**config.mk**
```make
export PLATFORM = sky130hd
export DESIGN_NAME = dtp_timers
export DESIGN_NICKNAME = d
export VERILOG_FILES = /design/src/rtl/dtp_pkg.sv /design/src/rtl/dtp_timers.sv /design/src/rtl/dtp_divider.sv
export SDC_FILE = /design/constraint.sdc
export NUM_CORES = 1
export LEC_CHECK = 0
export BUFFER_PORTS_ARGS = -buffer_cell sky130_fd_sc_hd__buf_2
export CAP_MARGIN = 20
export CORE_ASPECT_RATIO = 1.75
export CORE_UTILIZATION = 30
export DETAILED_ROUTE_END_ITERATION = 12
export PLACE_DENSITY = 0.48
export RECOVER_POWER = 100
export SLEW_MARGIN = 20
export SYNTH_ARGS = -nofsm -noshare
export SYNTH_HDL_FRONTEND = slang
export SYNTH_HIERARCHICAL = 1
export SYNTH_SLANG_ARGS = --single-unit
```
**constraint.sdc**
```tcl
create_clock -name aclk -period 4.5 [get_ports aclk]
set_input_delay 0.675 -clock aclk [delete_from_list [all_inputs] [get_ports aclk]]
set_output_delay 0.675 -clock aclk [all_outputs]
set_load 0.005 [all_outputs]
```
**src/rtl/dtp_pkg.sv**
```systemverilog
// package: register map, field layouts and reset values of the dual timer block
package dtp_pkg;
    // register byte offsets on the axi4-lite bus
    localparam logic [7:0] ADDR_UP_COUNT = 8'h00;
    localparam logic [7:0] ADDR_UP_MODE = 8'h04;
    localparam logic [7:0] ADDR_POWER_CTRL_1 = 8'h08;
    localparam logic [7:0] ADDR_DOWN_COUNT = 8'h0c;
    localparam logic [7:0] ADDR_DOWN_CTRL_A = 8'h10;
    localparam logic [7:0] ADDR_DOWN_CTRL_B = 8'h14;
    localparam logic [7:0] ADDR_DOWN_PRESC = 8'h18;
    localparam logic [7:0] ADDR_PULSE_DUTY = 8'h1c;
    localparam logic [7:0] ADDR_TONE_CTRL = 8'h20;
    localparam logic [7:0] ADDR_IRQ_FLAG = 8'h24;
    localparam logic [7:0] ADDR_IRQ_ENABLE = 8'h28;
    // bit positions of loose bits
    localparam int BIT_RUN = 0;
    localparam int BIT_GIE = 7;
    localparam int BIT_IRQ_UP = 0;
    localparam int BIT_IRQ_DOWN = 3;
    localparam int BIT_UP_ASSIGN = 3;
    // reset values and fixed restart value
    localparam logic [7:0] RST_BYTE = 8'h00;
    localparam logic [7:0] DOWN_RESTART = 8'hff;
    localparam logic [7:0] UP_LAST = 8'hff;
    // axi responses
    localparam logic [1:0] RESP_OKAY = 2'b00;
    localparam logic [1:0] RESP_SLVERR = 2'b10;

    typedef struct packed {
        logic low_clk_sel;
        logic rsv6;
        logic clk_sel;
        logic edge_fall;
        logic assign_other;
        logic [2:0] ratio;
    } dtp_up_mode_type;

    typedef struct packed {
        logic pulse_en;
        logic active_low;
        logic [2:0] rsv;
        logic one_shot;
        logic reload_sel;
        logic run;
    } dtp_ctrl_a_type;

    typedef struct packed {
        logic [1:0] rsv;
        logic clk_sel;
        logic edge_fall;
        logic presc_en_n;
        logic [2:0] ratio;
    } dtp_ctrl_b_type;

    typedef struct packed {
        logic en;
        logic [2:0] rsv;
        logic [3:0] freq;
    } dtp_tone_type;
endpackage : dtp_pkg

```
**src/rtl/dtp_timers.sv**
```systemverilog
// file: dual 8-bit timer with pwm and tone output, axi4-lite registers
`timescale 1ns/100ps
module dtp_timers #(
    parameter int ADDR_W = 8
) (
    // clock and reset
    input wire logic aclk,
    input wire logic aresetn,
    // axi4-lite write address and data
    input wire logic [ADDR_W-1:0] awaddr,
    input wire logic awvalid,
    output logic awready,
    input wire logic [31:0] wdata,
    input wire logic [3:0] wstrb,
    input wire logic wvalid,
    output logic wready,
    // axi4-lite write response
    output logic [1:0] bresp,
    output logic bvalid,
    input wire logic bready,
    // axi4-lite read
    input wire logic [ADDR_W-1:0] araddr,
    input wire logic arvalid,
    output logic arready,
    output logic [31:0] rdata,
    output logic [1:0] rresp,
    output logic rvalid,
    input wire logic rready,
    // count sources and configuration straps
    input wire logic ext_count_clock_pin,
    input wire logic slow_internal_osc,
    input wire logic cfg_async_count,
    input wire logic cfg_pin2_tone,
    // shared output pin and interrupt request
    output logic shared_port_pin_2_out,
    output logic shared_port_pin_2_oe,
    output logic irq_req
);
    if (ADDR_W < 8)
    begin : g_check
        $error("dtp_timers: address bus narrower than register map");
    end

    function automatic logic is_mapped(input logic [ADDR_W-1:0] a);
        is_mapped = (a[ADDR_W-1:6] == '0) && (a[1:0] == 2'b00) && (a[7:0] <= dtp_pkg::ADDR_IRQ_ENABLE);
    endfunction : is_mapped

    function automatic logic edge_hit(input logic prev, input logic cur, input logic fall);
        edge_hit = fall ? (prev && !cur) : (!prev && cur);
    endfunction : edge_hit

    // registers
    logic [7:0] up_count;
    dtp_pkg::dtp_up_mode_type up_mode;
    logic count_up_run;
    logic global_irq_en;
    logic [7:0] down_count;
    logic [7:0] down_reload_value;
    logic down_done;
    dtp_pkg::dtp_ctrl_a_type ctrl_a;
    dtp_pkg::dtp_ctrl_b_type ctrl_b;
    logic [7:0] pulse_duty_value;
    dtp_pkg::dtp_tone_type tone_ctrl;
    logic up_overflow_flag;
    logic down_underflow_flag;
    logic up_overflow_irq_en;
    logic down_underflow_irq_en;
    logic tone_level;

    // write channel holding state
    logic aw_held;
    logic w_held;
    logic [ADDR_W-1:0] aw_addr;
    logic [7:0] w_byte;
    logic w_lane0;
    logic wr_fire;

    // address and data are taken independently, the response waits for both
    assign awready = !aw_held;
    assign wready = !w_held;
    assign wr_fire = aw_held && w_held && !bvalid;
    assign arready = !rvalid;

    always_ff @(posedge aclk)
    begin
        if (!aresetn)
        begin
            aw_held <= 1'b0;
            w_held <= 1'b0;
            aw_addr <= '0;
            w_byte <= dtp_pkg::RST_BYTE;
            w_lane0 <= 1'b0;
        end
        else
        begin
            if (awvalid && awready)
            begin
                aw_held <= 1'b1;
                aw_addr <= awaddr;
            end
            else if (wr_fire)
                aw_held <= 1'b0;
            if (wvalid && wready)
            begin
                w_held <= 1'b1;
                w_byte <= wdata[7:0];
                w_lane0 <= wstrb[0];
            end
            else if (wr_fire)
                w_held <= 1'b0;
        end
    end

    // write response, error for holes in the map
    always_ff @(posedge aclk)
    begin
        if (!aresetn)
        begin
            bvalid <= 1'b0;
            bresp <= dtp_pkg::RESP_OKAY;
        end
        else if (wr_fire)
        begin
            bvalid <= 1'b1;
            bresp <= is_mapped(aw_addr) ? dtp_pkg::RESP_OKAY : dtp_pkg::RESP_SLVERR;
        end
        else if (bready)
            bvalid <= 1'b0;
    end

    // byte 0 strobe gates every write, upper lanes are ignored
    logic wr_any;
    logic wr_up_count, wr_up_mode, wr_power, wr_down_count, wr_ctrl_a, wr_ctrl_b;
    logic wr_duty, wr_tone, wr_flag, wr_enable;
    assign wr_any = wr_fire && w_lane0 && is_mapped(aw_addr);
    assign wr_up_count = wr_any && (aw_addr[7:0] == dtp_pkg::ADDR_UP_COUNT);
    assign wr_up_mode = wr_any && (aw_addr[7:0] == dtp_pkg::ADDR_UP_MODE);
    assign wr_power = wr_any && (aw_addr[7:0] == dtp_pkg::ADDR_POWER_CTRL_1);
    assign wr_down_count = wr_any && (aw_addr[7:0] == dtp_pkg::ADDR_DOWN_COUNT);
    assign wr_ctrl_a = wr_any && (aw_addr[7:0] == dtp_pkg::ADDR_DOWN_CTRL_A);
    assign wr_ctrl_b = wr_any && (aw_addr[7:0] == dtp_pkg::ADDR_DOWN_CTRL_B);
    assign wr_duty = wr_any && (aw_addr[7:0] == dtp_pkg::ADDR_PULSE_DUTY);
    assign wr_tone = wr_any && (aw_addr[7:0] == dtp_pkg::ADDR_TONE_CTRL);
    assign wr_flag = wr_any && (aw_addr[7:0] == dtp_pkg::ADDR_IRQ_FLAG);
    assign wr_enable = wr_any && (aw_addr[7:0] == dtp_pkg::ADDR_IRQ_ENABLE);

    // plain control registers
    always_ff @(posedge aclk)
    begin
        if (!aresetn)
        begin
            up_mode <= dtp_pkg::RST_BYTE;
            count_up_run <= 1'b0;
            global_irq_en <= 1'b0;
            ctrl_a <= dtp_pkg::RST_BYTE;
            ctrl_b <= dtp_pkg::RST_BYTE;
            pulse_duty_value <= dtp_pkg::RST_BYTE;
            tone_ctrl <= dtp_pkg::RST_BYTE;
            up_overflow_irq_en <= 1'b0;
            down_underflow_irq_en <= 1'b0;
        end
        else
        begin
            if (wr_up_mode)
                up_mode <= w_byte;
            if (wr_power)
            begin
                count_up_run <= w_byte[dtp_pkg::BIT_RUN];
                global_irq_en <= w_byte[dtp_pkg::BIT_GIE];
            end
            if (wr_ctrl_a)
                ctrl_a <= w_byte;
            if (wr_ctrl_b)
                ctrl_b <= w_byte;
            if (wr_duty)
                pulse_duty_value <= w_byte;
            if (wr_tone)
                tone_ctrl <= w_byte;
            if (wr_enable)
            begin
                up_overflow_irq_en <= w_byte[dtp_pkg::BIT_IRQ_UP];
                down_underflow_irq_en <= w_byte[dtp_pkg::BIT_IRQ_DOWN];
            end
        end
    end

    // source sampling: a two-stage synchroniser plus a history stage for edges,
    // and a single raw stage for the async option, which trades metastability margin for speed
    logic pin_s1, pin_s2, pin_s3, osc_s1, osc_s2, osc_s3;
    logic pin_raw, pin_raw_d, osc_raw, osc_raw_d;
    always_ff @(posedge aclk)
    begin
        if (!aresetn)
        begin
            {pin_s1, pin_s2, pin_s3, osc_s1, osc_s2, osc_s3} <= 6'h00;
            {pin_raw, pin_raw_d, osc_raw, osc_raw_d} <= 4'h0;
        end
        else
        begin
            {pin_s1, pin_s2, pin_s3} <= {ext_count_clock_pin, pin_s1, pin_s2};
            {osc_s1, osc_s2, osc_s3} <= {slow_internal_osc, osc_s1, osc_s2};
            {pin_raw, pin_raw_d} <= {ext_count_clock_pin, pin_raw};
            {osc_raw, osc_raw_d} <= {slow_internal_osc, osc_raw};
        end
    end

    // up timer source selection and edge detection
    logic up_cur, up_prev, up_src_tick;
    always_comb
    begin
        if (cfg_async_count)
        begin
            up_cur = up_mode.low_clk_sel ? osc_raw : pin_raw;
            up_prev = up_mode.low_clk_sel ? osc_raw_d : pin_raw_d;
        end
        else
        begin
            up_cur = up_mode.low_clk_sel ? osc_s2 : pin_s2;
            up_prev = up_mode.low_clk_sel ? osc_s3 : pin_s3;
        end
        // clock select clear means one tick per instruction clock
        up_src_tick = !up_mode.clk_sel || edge_hit(up_prev, up_cur, up_mode.edge_fall);
    end

    // shared prescaler, cleared by the write that assigns it to this timer
    logic p0_tick, p0_clear;
    logic [7:0] p0_value;
    assign p0_clear = wr_up_mode && !w_byte[dtp_pkg::BIT_UP_ASSIGN];
    dtp_divider u_up_presc (
        .aclk(aclk),
        .aresetn(aresetn),
        .clear(p0_clear),
        .tick(up_src_tick && !up_mode.assign_other),
        .sel(up_mode.ratio),
        .out_tick(p0_tick),
        .value(p0_value)
    );

    logic up_tick, up_ovf;
    assign up_tick = count_up_run && (up_mode.assign_other ? up_src_tick : p0_tick);
    assign up_ovf = up_tick && !wr_up_count && (up_count == dtp_pkg::UP_LAST);

    // up counter, a firmware load beats a tick in the same cycle
    always_ff @(posedge aclk)
    begin
        if (!aresetn)
            up_count <= dtp_pkg::RST_BYTE;
        else if (wr_up_count)
            up_count <= w_byte;
        else if (up_tick)
            up_count <= up_count + 8'h01;
    end

    // down timer source, always synchronised
    logic dn_src_tick, p1_tick, dn_tick, dn_uflow;
    logic [7:0] p1_value;
    assign dn_src_tick = !ctrl_b.clk_sel || edge_hit(pin_s3, pin_s2, ctrl_b.edge_fall);
    dtp_divider u_down_presc (
        .aclk(aclk),
        .aresetn(aresetn),
        .clear(!ctrl_a.run),
        .tick(dn_src_tick),
        .sel(ctrl_b.ratio),
        .out_tick(p1_tick),
        .value(p1_value)
    );
    assign dn_tick = ctrl_a.run && !down_done && (ctrl_b.presc_en_n ? dn_src_tick : p1_tick);
    assign dn_uflow = dn_tick && !wr_down_count && (down_count == 8'h00);

    // down counter with reload and one-shot stop; disabling rearms a finished one-shot
    always_ff @(posedge aclk)
    begin
        if (!aresetn)
        begin
            down_count <= dtp_pkg::RST_BYTE;
            down_reload_value <= dtp_pkg::RST_BYTE;
            down_done <= 1'b0;
        end
        else if (wr_down_count)
        begin
            down_count <= w_byte;
            down_reload_value <= w_byte;
            down_done <= 1'b0;
        end
        else if (dn_uflow)
        begin
            if (ctrl_a.one_shot)
                down_done <= 1'b1;
            else
                down_count <= ctrl_a.reload_sel ? down_reload_value : dtp_pkg::DOWN_RESTART;
        end
        else
        begin
            if (dn_tick)
                down_count <= down_count - 8'h01;
            if (!ctrl_a.run)
                down_done <= 1'b0;
        end
    end

    // sticky flags: a set in the clearing cycle wins
    always_ff @(posedge aclk)
    begin
        if (!aresetn)
        begin
            up_overflow_flag <= 1'b0;
            down_underflow_flag <= 1'b0;
        end
        else
        begin
            up_overflow_flag <= up_ovf || (up_overflow_flag && !(wr_flag && !w_byte[dtp_pkg::BIT_IRQ_UP]));
            down_underflow_flag <= dn_uflow
                || (down_underflow_flag && !(wr_flag && !w_byte[dtp_pkg::BIT_IRQ_DOWN]));
        end
    end

    // interrupt request level
    always_ff @(posedge aclk)
    begin
        if (!aresetn)
            irq_req <= 1'b0;
        else
            irq_req <= global_irq_en && ((up_overflow_flag && up_overflow_irq_en)
                || (down_underflow_flag && down_underflow_irq_en));
    end

    // tone divider fed by prescaler output or timer underflow
    logic tone_src, tone_tick;
    assign tone_src = tone_ctrl.freq[3] ? dn_uflow : p1_tick;
    dtp_divider u_tone_div (
        .aclk(aclk),
        .aresetn(aresetn),
        .clear(!tone_ctrl.en),
        .tick(tone_src),
        .sel(tone_ctrl.freq[2:0]),
        .out_tick(tone_tick),
        .value()
    );
    always_ff @(posedge aclk)
    begin
        if (!aresetn || !tone_ctrl.en)
            tone_level <= 1'b0;
        else if (tone_tick)
            tone_level <= !tone_level;
    end

    // pulse is active while the count sits below the duty value
    logic pulse_active;
    assign pulse_active = down_count < pulse_duty_value;

    // shared pin, pulse takes the pin when strapped for it
    always_ff @(posedge aclk)
    begin
        if (!aresetn)
        begin
            shared_port_pin_2_out <= 1'b0;
            shared_port_pin_2_oe <= 1'b0;
        end
        else if (ctrl_a.pulse_en && !cfg_pin2_tone)
        begin
            shared_port_pin_2_out <= pulse_active ^ ctrl_a.active_low;
            shared_port_pin_2_oe <= 1'b1;
        end
        else if (tone_ctrl.en && cfg_pin2_tone)
        begin
            shared_port_pin_2_out <= tone_level;
            shared_port_pin_2_oe <= 1'b1;
        end
        else
        begin
            shared_port_pin_2_out <= 1'b0;
            shared_port_pin_2_oe <= 1'b0;
        end
    end

    // read path, one cycle after the address is taken
    logic [7:0] rd_byte;
    always_comb
    begin
        case (araddr[7:0])
            dtp_pkg::ADDR_UP_COUNT: rd_byte = up_count;
            dtp_pkg::ADDR_UP_MODE: rd_byte = up_mode;
            dtp_pkg::ADDR_POWER_CTRL_1: rd_byte = {global_irq_en, 6'h00, count_up_run};
            dtp_pkg::ADDR_DOWN_COUNT: rd_byte = down_count;
            dtp_pkg::ADDR_DOWN_CTRL_A: rd_byte = ctrl_a;
            dtp_pkg::ADDR_DOWN_CTRL_B: rd_byte = ctrl_b;
            dtp_pkg::ADDR_DOWN_PRESC: rd_byte = p1_value;
            dtp_pkg::ADDR_PULSE_DUTY: rd_byte = pulse_duty_value;
            dtp_pkg::ADDR_TONE_CTRL: rd_byte = tone_ctrl;
            dtp_pkg::ADDR_IRQ_FLAG: rd_byte = {4'h0, down_underflow_flag, 2'b00, up_overflow_flag};
            dtp_pkg::ADDR_IRQ_ENABLE: rd_byte = {4'h0, down_underflow_irq_en, 2'b00, up_overflow_irq_en};
            default: rd_byte = 8'h00;
        endcase
    end

    always_ff @(posedge aclk)
    begin
        if (!aresetn)
        begin
            rvalid <= 1'b0;
            rdata <= 32'h0000_0000;
            rresp <= dtp_pkg::RESP_OKAY;
        end
        else if (arvalid && arready)
        begin
            rvalid <= 1'b1;
            rdata <= is_mapped(araddr) ? {24'h00_0000, rd_byte} : 32'h0000_0000;
            rresp <= is_mapped(araddr) ? dtp_pkg::RESP_OKAY : dtp_pkg::RESP_SLVERR;
        end
        else if (rready)
            rvalid <= 1'b0;
    end
endmodule : dtp_timers

```
**src/rtl/dtp_divider.sv**
```systemverilog
// file: power-of-two tick divider used as prescaler and tone divider
`timescale 1ns/100ps
module dtp_divider #(
    parameter int CNT_W = 8,
    parameter int SEL_W = 3
) (
    // clock and reset
    input wire logic aclk,
    input wire logic aresetn,
    // control
    input wire logic clear,
    input wire logic tick,
    input wire logic [SEL_W-1:0] sel,
    // results
    output logic out_tick,
    output logic [CNT_W-1:0] value
);
    // the widest ratio must fit the counter
    if ((1 << SEL_W) > CNT_W)
    begin : g_check
        $error("dtp_divider: counter too narrow for select field");
    end

    // code n divides by 2**(n+1)
    function automatic logic [CNT_W-1:0] last_count(input logic [SEL_W-1:0] s);
        last_count = CNT_W'((1 << (s + 1)) - 1);
    endfunction : last_count

    logic [CNT_W-1:0] count;

    // out_tick marks the tick that wraps the counter; a ratio cut below the
    // running count wraps on the next tick instead of running round 256 ticks
    assign out_tick = tick && (count >= last_count(sel));
    assign value = count;

    // count source ticks, clear wins over counting
    always_ff @(posedge aclk)
    begin
        if (!aresetn || clear)
            count <= '0;
        else if (out_tick)
            count <= '0;
        else if (tick)
            count <= count + CNT_W'(1);
    end
endmodule : dtp_divider

```
==> out/qor.tcl <==
set qor(tritoncts) {done}
set qor(number_of_vias_in_the_routed_layout) 6264
set qor(grt_pass1_wl_mm) 34.80
set qor(yosysTopAreaCellShare) 0.3500
set qor(post_synth_inst_count) 905
set qor(endpoint_kind) {flop}
set qor(design.core.area_um2) 25340
set qor(grtUsageTotal) 0.1737
set qor(worstPathRequired_ns) 4.83
set qor(worst_skew_pair.late_latency_ns) 0.44
set qor(violations_in_the_final_reports) {capacitance limit, slew limit}
set qor(period_share) 0.8667
set qor(worst-slew-pin-transition_ns) 2.065
set qor(fp.dieH_um) 215.0
set qor(final-setup-viol-count) 0
set qor(synth_area_um2) 7780
set qor(finalWorstPathRequiredPeriod_ns) 3.900
set qor(most-common-layout-cells) {sky130_fd_sc_hd__nand2_1, sky130_fd_sc_hd__dfxtp_1, sky130_fd_sc_hd__nor2_1}
set qor(seqPwrFrac) 0.447
set qor(cts_buffers) 17
set qor(route.antenna.remaining_nets) 0
set qor(outcome) {finished with violations}
set qor(drt_first_iter_violations) 348
set qor(route.detailed.vias_per_inst) 4.928
set qor(cts_hold_buffers) 0
set qor(cts.path.max_buffers) 2
set qor(tritonroute_pass_1_iters) 4
set qor(post_drt_wl_per_cell_um) 17.07
set qor(post-cts-setup-buffer-count) 0
set qor(cp.arrival_ns) 4.23
set qor(antenna-diode-count) 0
set qor(timing.max_cap.violations) 1
set qor(number_of_instances_in_the_placed_design) 1239
set qor(routed.top_layer) {met4}
set qor(ys_async_sr_fraction) 0
set qor(ys_ff_latch) 136
set qor(ios) 107
set qor(worst_hold_startpoint) {slow_internal_osc}
set qor(synthTopCellsByArea) {sky130_fd_sc_hd__dfxtp_1, sky130_fd_sc_hd__nand2_1, sky130_fd_sc_hd__ha_1}
set qor(route.layer.met1.wl_mm) 8.850
set qor(number_of_slew_limit_violations_in_the_final_report) 56
set qor(largest_fanout_on_the_critical_path) 9
set qor(predominant_post_synthesis_flop_cell) {sky130_fd_sc_hd__dfxtp_1}
set qor(peakVddDrop_uv) 255.5
set qor(clk_root_buffer_cell) {sky130_fd_sc_hd__clkbuf_16}
set qor(cts_resized) 0
set qor(min_path_type) {in -> reg}
set qor(reg2regPathDepth) 14
set qor(p_switching_mw) 0.6993
set qor(initial_utilization) 0.3070
set qor(via_count_of_the_first_global_routing_pass) 6238
set qor(final_layout_size_suffix_gt1_frac) 0.1173
set qor(met2RoutedLength_mm) 11.72
set qor(cts_num_sinks) 136
set qor(place.gp.congestion) 0.8097
set qor(filler_cell_count) 2717
set qor(grt-ovfl-total) 0
set qor(yosysWarningCount) 6
set qor(pre_cts_slack_ns) 0.8385
set qor(nets) 1041
set qor(synth_enable_flop_cells) 0
set qor(setup.worst_path.class) {reg -> reg}
set qor(switching_share) 0.2489
set qor(buffer_ports.inserted) 53
set qor(place_hpwl_mm) 16.11
set qor(post_synth.cell_area_avg_um2) 8.597
set qor(clkPwrFrac) 0.495
set qor(whs_path_depth) 2
set qor(ctsHtreeMaxLevel) 4
set qor(clk_pin_slew_worst_paths_ns) 0.06
set qor(worst_setup_slack_after_layout_ns) 0.5998
set qor(worst_slew_margin_rel) -0.3768
set qor(drc) 0
set qor(grt_antenna_before_repair) 0
set qor(die_area_um2) 26610
set qor(setup_repair_after_global_routing_missed_its_margin) {no}
set qor(die_span_in_x_um) 123.7
set qor(yosys.area.top_type) {sky130_fd_sc_hd__dfxtp_1}
set qor(critical_path.reg2reg.endpoint) {tone_level}
set qor(routed_wl_mm) 21.70
set qor(synth-seq-area-share) 0.3500
set qor(grt_max_degree) 56
set qor(intPower_mw) 2.111
set qor(most_common_library_cell_in_the_layout_ignoring_fill_and_taps) {sky130_fd_sc_hd__nand2_1}
set qor(report.power.total_mw) 2.810
set qor(instances_no_fill) 1271
set qor(ratio_of_total_power_to_cell_area_nw_per_um2) 322.3
set qor(yosysUniqueCellTypes) 67
set qor(timing.fmax_ghz) 0.2564
set qor(total_leakage_power_nw) 3.082
set qor(min_delay_worst_endpoint) {osc_raw}
set qor(report.final.hold_viol_count) 0
set qor(comb_power_share) 0.059
set qor(synth_to_layout_area_growth_pct) 12.05
set qor(start_of_the_worst_register_to_register_path) {ctrl_b[2]}
set qor(floorplan.rows) 77
set qor(skew_ns) 0.01013
set qor(routed-wl-met3_um) 635
set qor(cp-start-kind) {flop}
set qor(register_to_register_path_setup_slack_ns) 0.60
set qor(fin_tns_setup_ns) 0
## cell families (layout without fill, tap and decap cells)
kind of cell,Yosys count,count (layout),synth area share
AOI/OAI and AO/OA,192,192,0.1822
xor gates and xnor gates,30,30,0.03377
adders and majority gates,36,36,0.05790
buffers and inverters,100,125,0.06288
DFF,136,136,0.3500
muxes,49,49,0.07494
other,4,29,0.001929
and+or+nand+nor,358,358,0.2364
## layout make-up
class | count | area (um^2) | area share
inverter | 28 | 105.1 | 0.01206
timing repair buffer | 65 | 314.1 | 0.03603
multi-input combinational | 694 | 4601 | 0.5278
clock buffer | 19 | 432.9 | 0.04966
sequential | 136 | 2723 | 0.3123
clock inverter | 13 | 146.4 | 0.01679
tap | 316 | 395.4 | 0.04536
## how the worst max path moves through the flow
stage | start | slack (ns) | to
2_1_floorplan | ctrl_b[2] | 1.27 | tone_level
3_3_place_gp | pin_raw_d | 0.85 | u_tone_div/value[7]
3_5_place_dp | pin_raw_d | 0.84 | u_tone_div/value[7]
4_1_cts | pin_raw_d | 0.80 | u_tone_div/value[7]
5_1_grt | up_mode[7] | 0.36 | up_overflow_flag
6_report | ctrl_b[2] | 0.60 | tone_level
## sequential cells by signal, indices dropped and copies added (netlist names), 8 cells and up
register / flops
aw_addr: 8
ctrl_a: 8
ctrl_b: 8
down_count: 8
down_reload_value: 8
pulse_duty_value: 8
rdata: 8
tone_ctrl: 8
u_down_presc/value: 8
u_tone_div/value: 8
u_up_presc/value: 8
up_count: 8
up_mode: 8
w_byte: 8
## metal layers
| layer | track usage | vias up |
|---|---|---|
| li1 | - | 3176 |
| met1 | 0.1924 | 2943 |
| met2 | 0.3215 | 118 |
| met3 | 0.02707 | 27 |
| met4 | 0.06506 | 0 |
| met5 | 0 | - |
## synth_stat cells, types with 6 or more instances
master	count
sky130_fd_sc_hd__a22oi_1	10
sky130_fd_sc_hd__mux2i_1	38
sky130_fd_sc_hd__nand4_1	11
sky130_fd_sc_hd__a21oi_1	32
sky130_fd_sc_hd__a21o_1	7
sky130_fd_sc_hd__o21a_1	6
sky130_fd_sc_hd__buf_4	29
sky130_fd_sc_hd__dfxtp_1	136
sky130_fd_sc_hd__nor3b_2	13
sky130_fd_sc_hd__o21ai_0	32
sky130_fd_sc_hd__nand2_1	155
sky130_fd_sc_hd__nor2b_1	33
sky130_fd_sc_hd__nor2_1	58
sky130_fd_sc_hd__ha_1	36
sky130_fd_sc_hd__clkbuf_1	37
sky130_fd_sc_hd__mux4_2	7
sky130_fd_sc_hd__nor3_1	11
sky130_fd_sc_hd__inv_1	28
sky130_fd_sc_hd__a21boi_0	54
sky130_fd_sc_hd__xor2_1	9
sky130_fd_sc_hd__nand3_1	17
sky130_fd_sc_hd__or3_1	6
sky130_fd_sc_hd__a31oi_1	6
sky130_fd_sc_hd__xnor2_1	21
sky130_fd_sc_hd__and2_1	8
## power by group through the flow
stage / combinational, mW / sequential [mW] / clock (mW)
2_1_floorplan: 0.142 / 1.26 / 0
3_3_place_gp: 0.170 / 1.28 / 0
3_5_place_dp: 0.171 / 1.28 / 0
4_1_cts: 0.171 / 1.26 / 1.43
5_1_grt: 0.185 / 1.26 / 1.48
6_report: 0.165 / 1.26 / 1.39
## through the flow
step,util,area [um^2],hold slack (ns)
after floorplan,-,7874,0.4216
after global placement,0.3252,8240,0.4386
after detailed placement,0.3252,8240,0.4412
after CTS,0.3481,8820,0.4280
after global routing,0.3440,8717,0.4535
final,0.3440,8717,0.4442
## critical path, stage by stage, from the launching register on
cell,delay (ns)
sky130_fd_sc_hd__dfxtp_1,0.49
sky130_fd_sc_hd__o21ai_0,0.15
sky130_fd_sc_hd__ha_1,0.28
sky130_fd_sc_hd__and3_1,0.18
sky130_fd_sc_hd__a221oi_1,0.48
sky130_fd_sc_hd__o22ai_4,0.13
sky130_fd_sc_hd__or2_2,0.29
sky130_fd_sc_hd__o311ai_0,0.32
sky130_fd_sc_hd__and2b_1,0.32
sky130_fd_sc_hd__nand3_1,0.10
sky130_fd_sc_hd__o21ai_0,0.29
sky130_fd_sc_hd__o2111ai_1,0.26
sky130_fd_sc_hd__o22ai_4,0.15
sky130_fd_sc_hd__xor2_1,0.16
sky130_fd_sc_hd__and3_1,0.18
(Power assumes the default switching activity.)
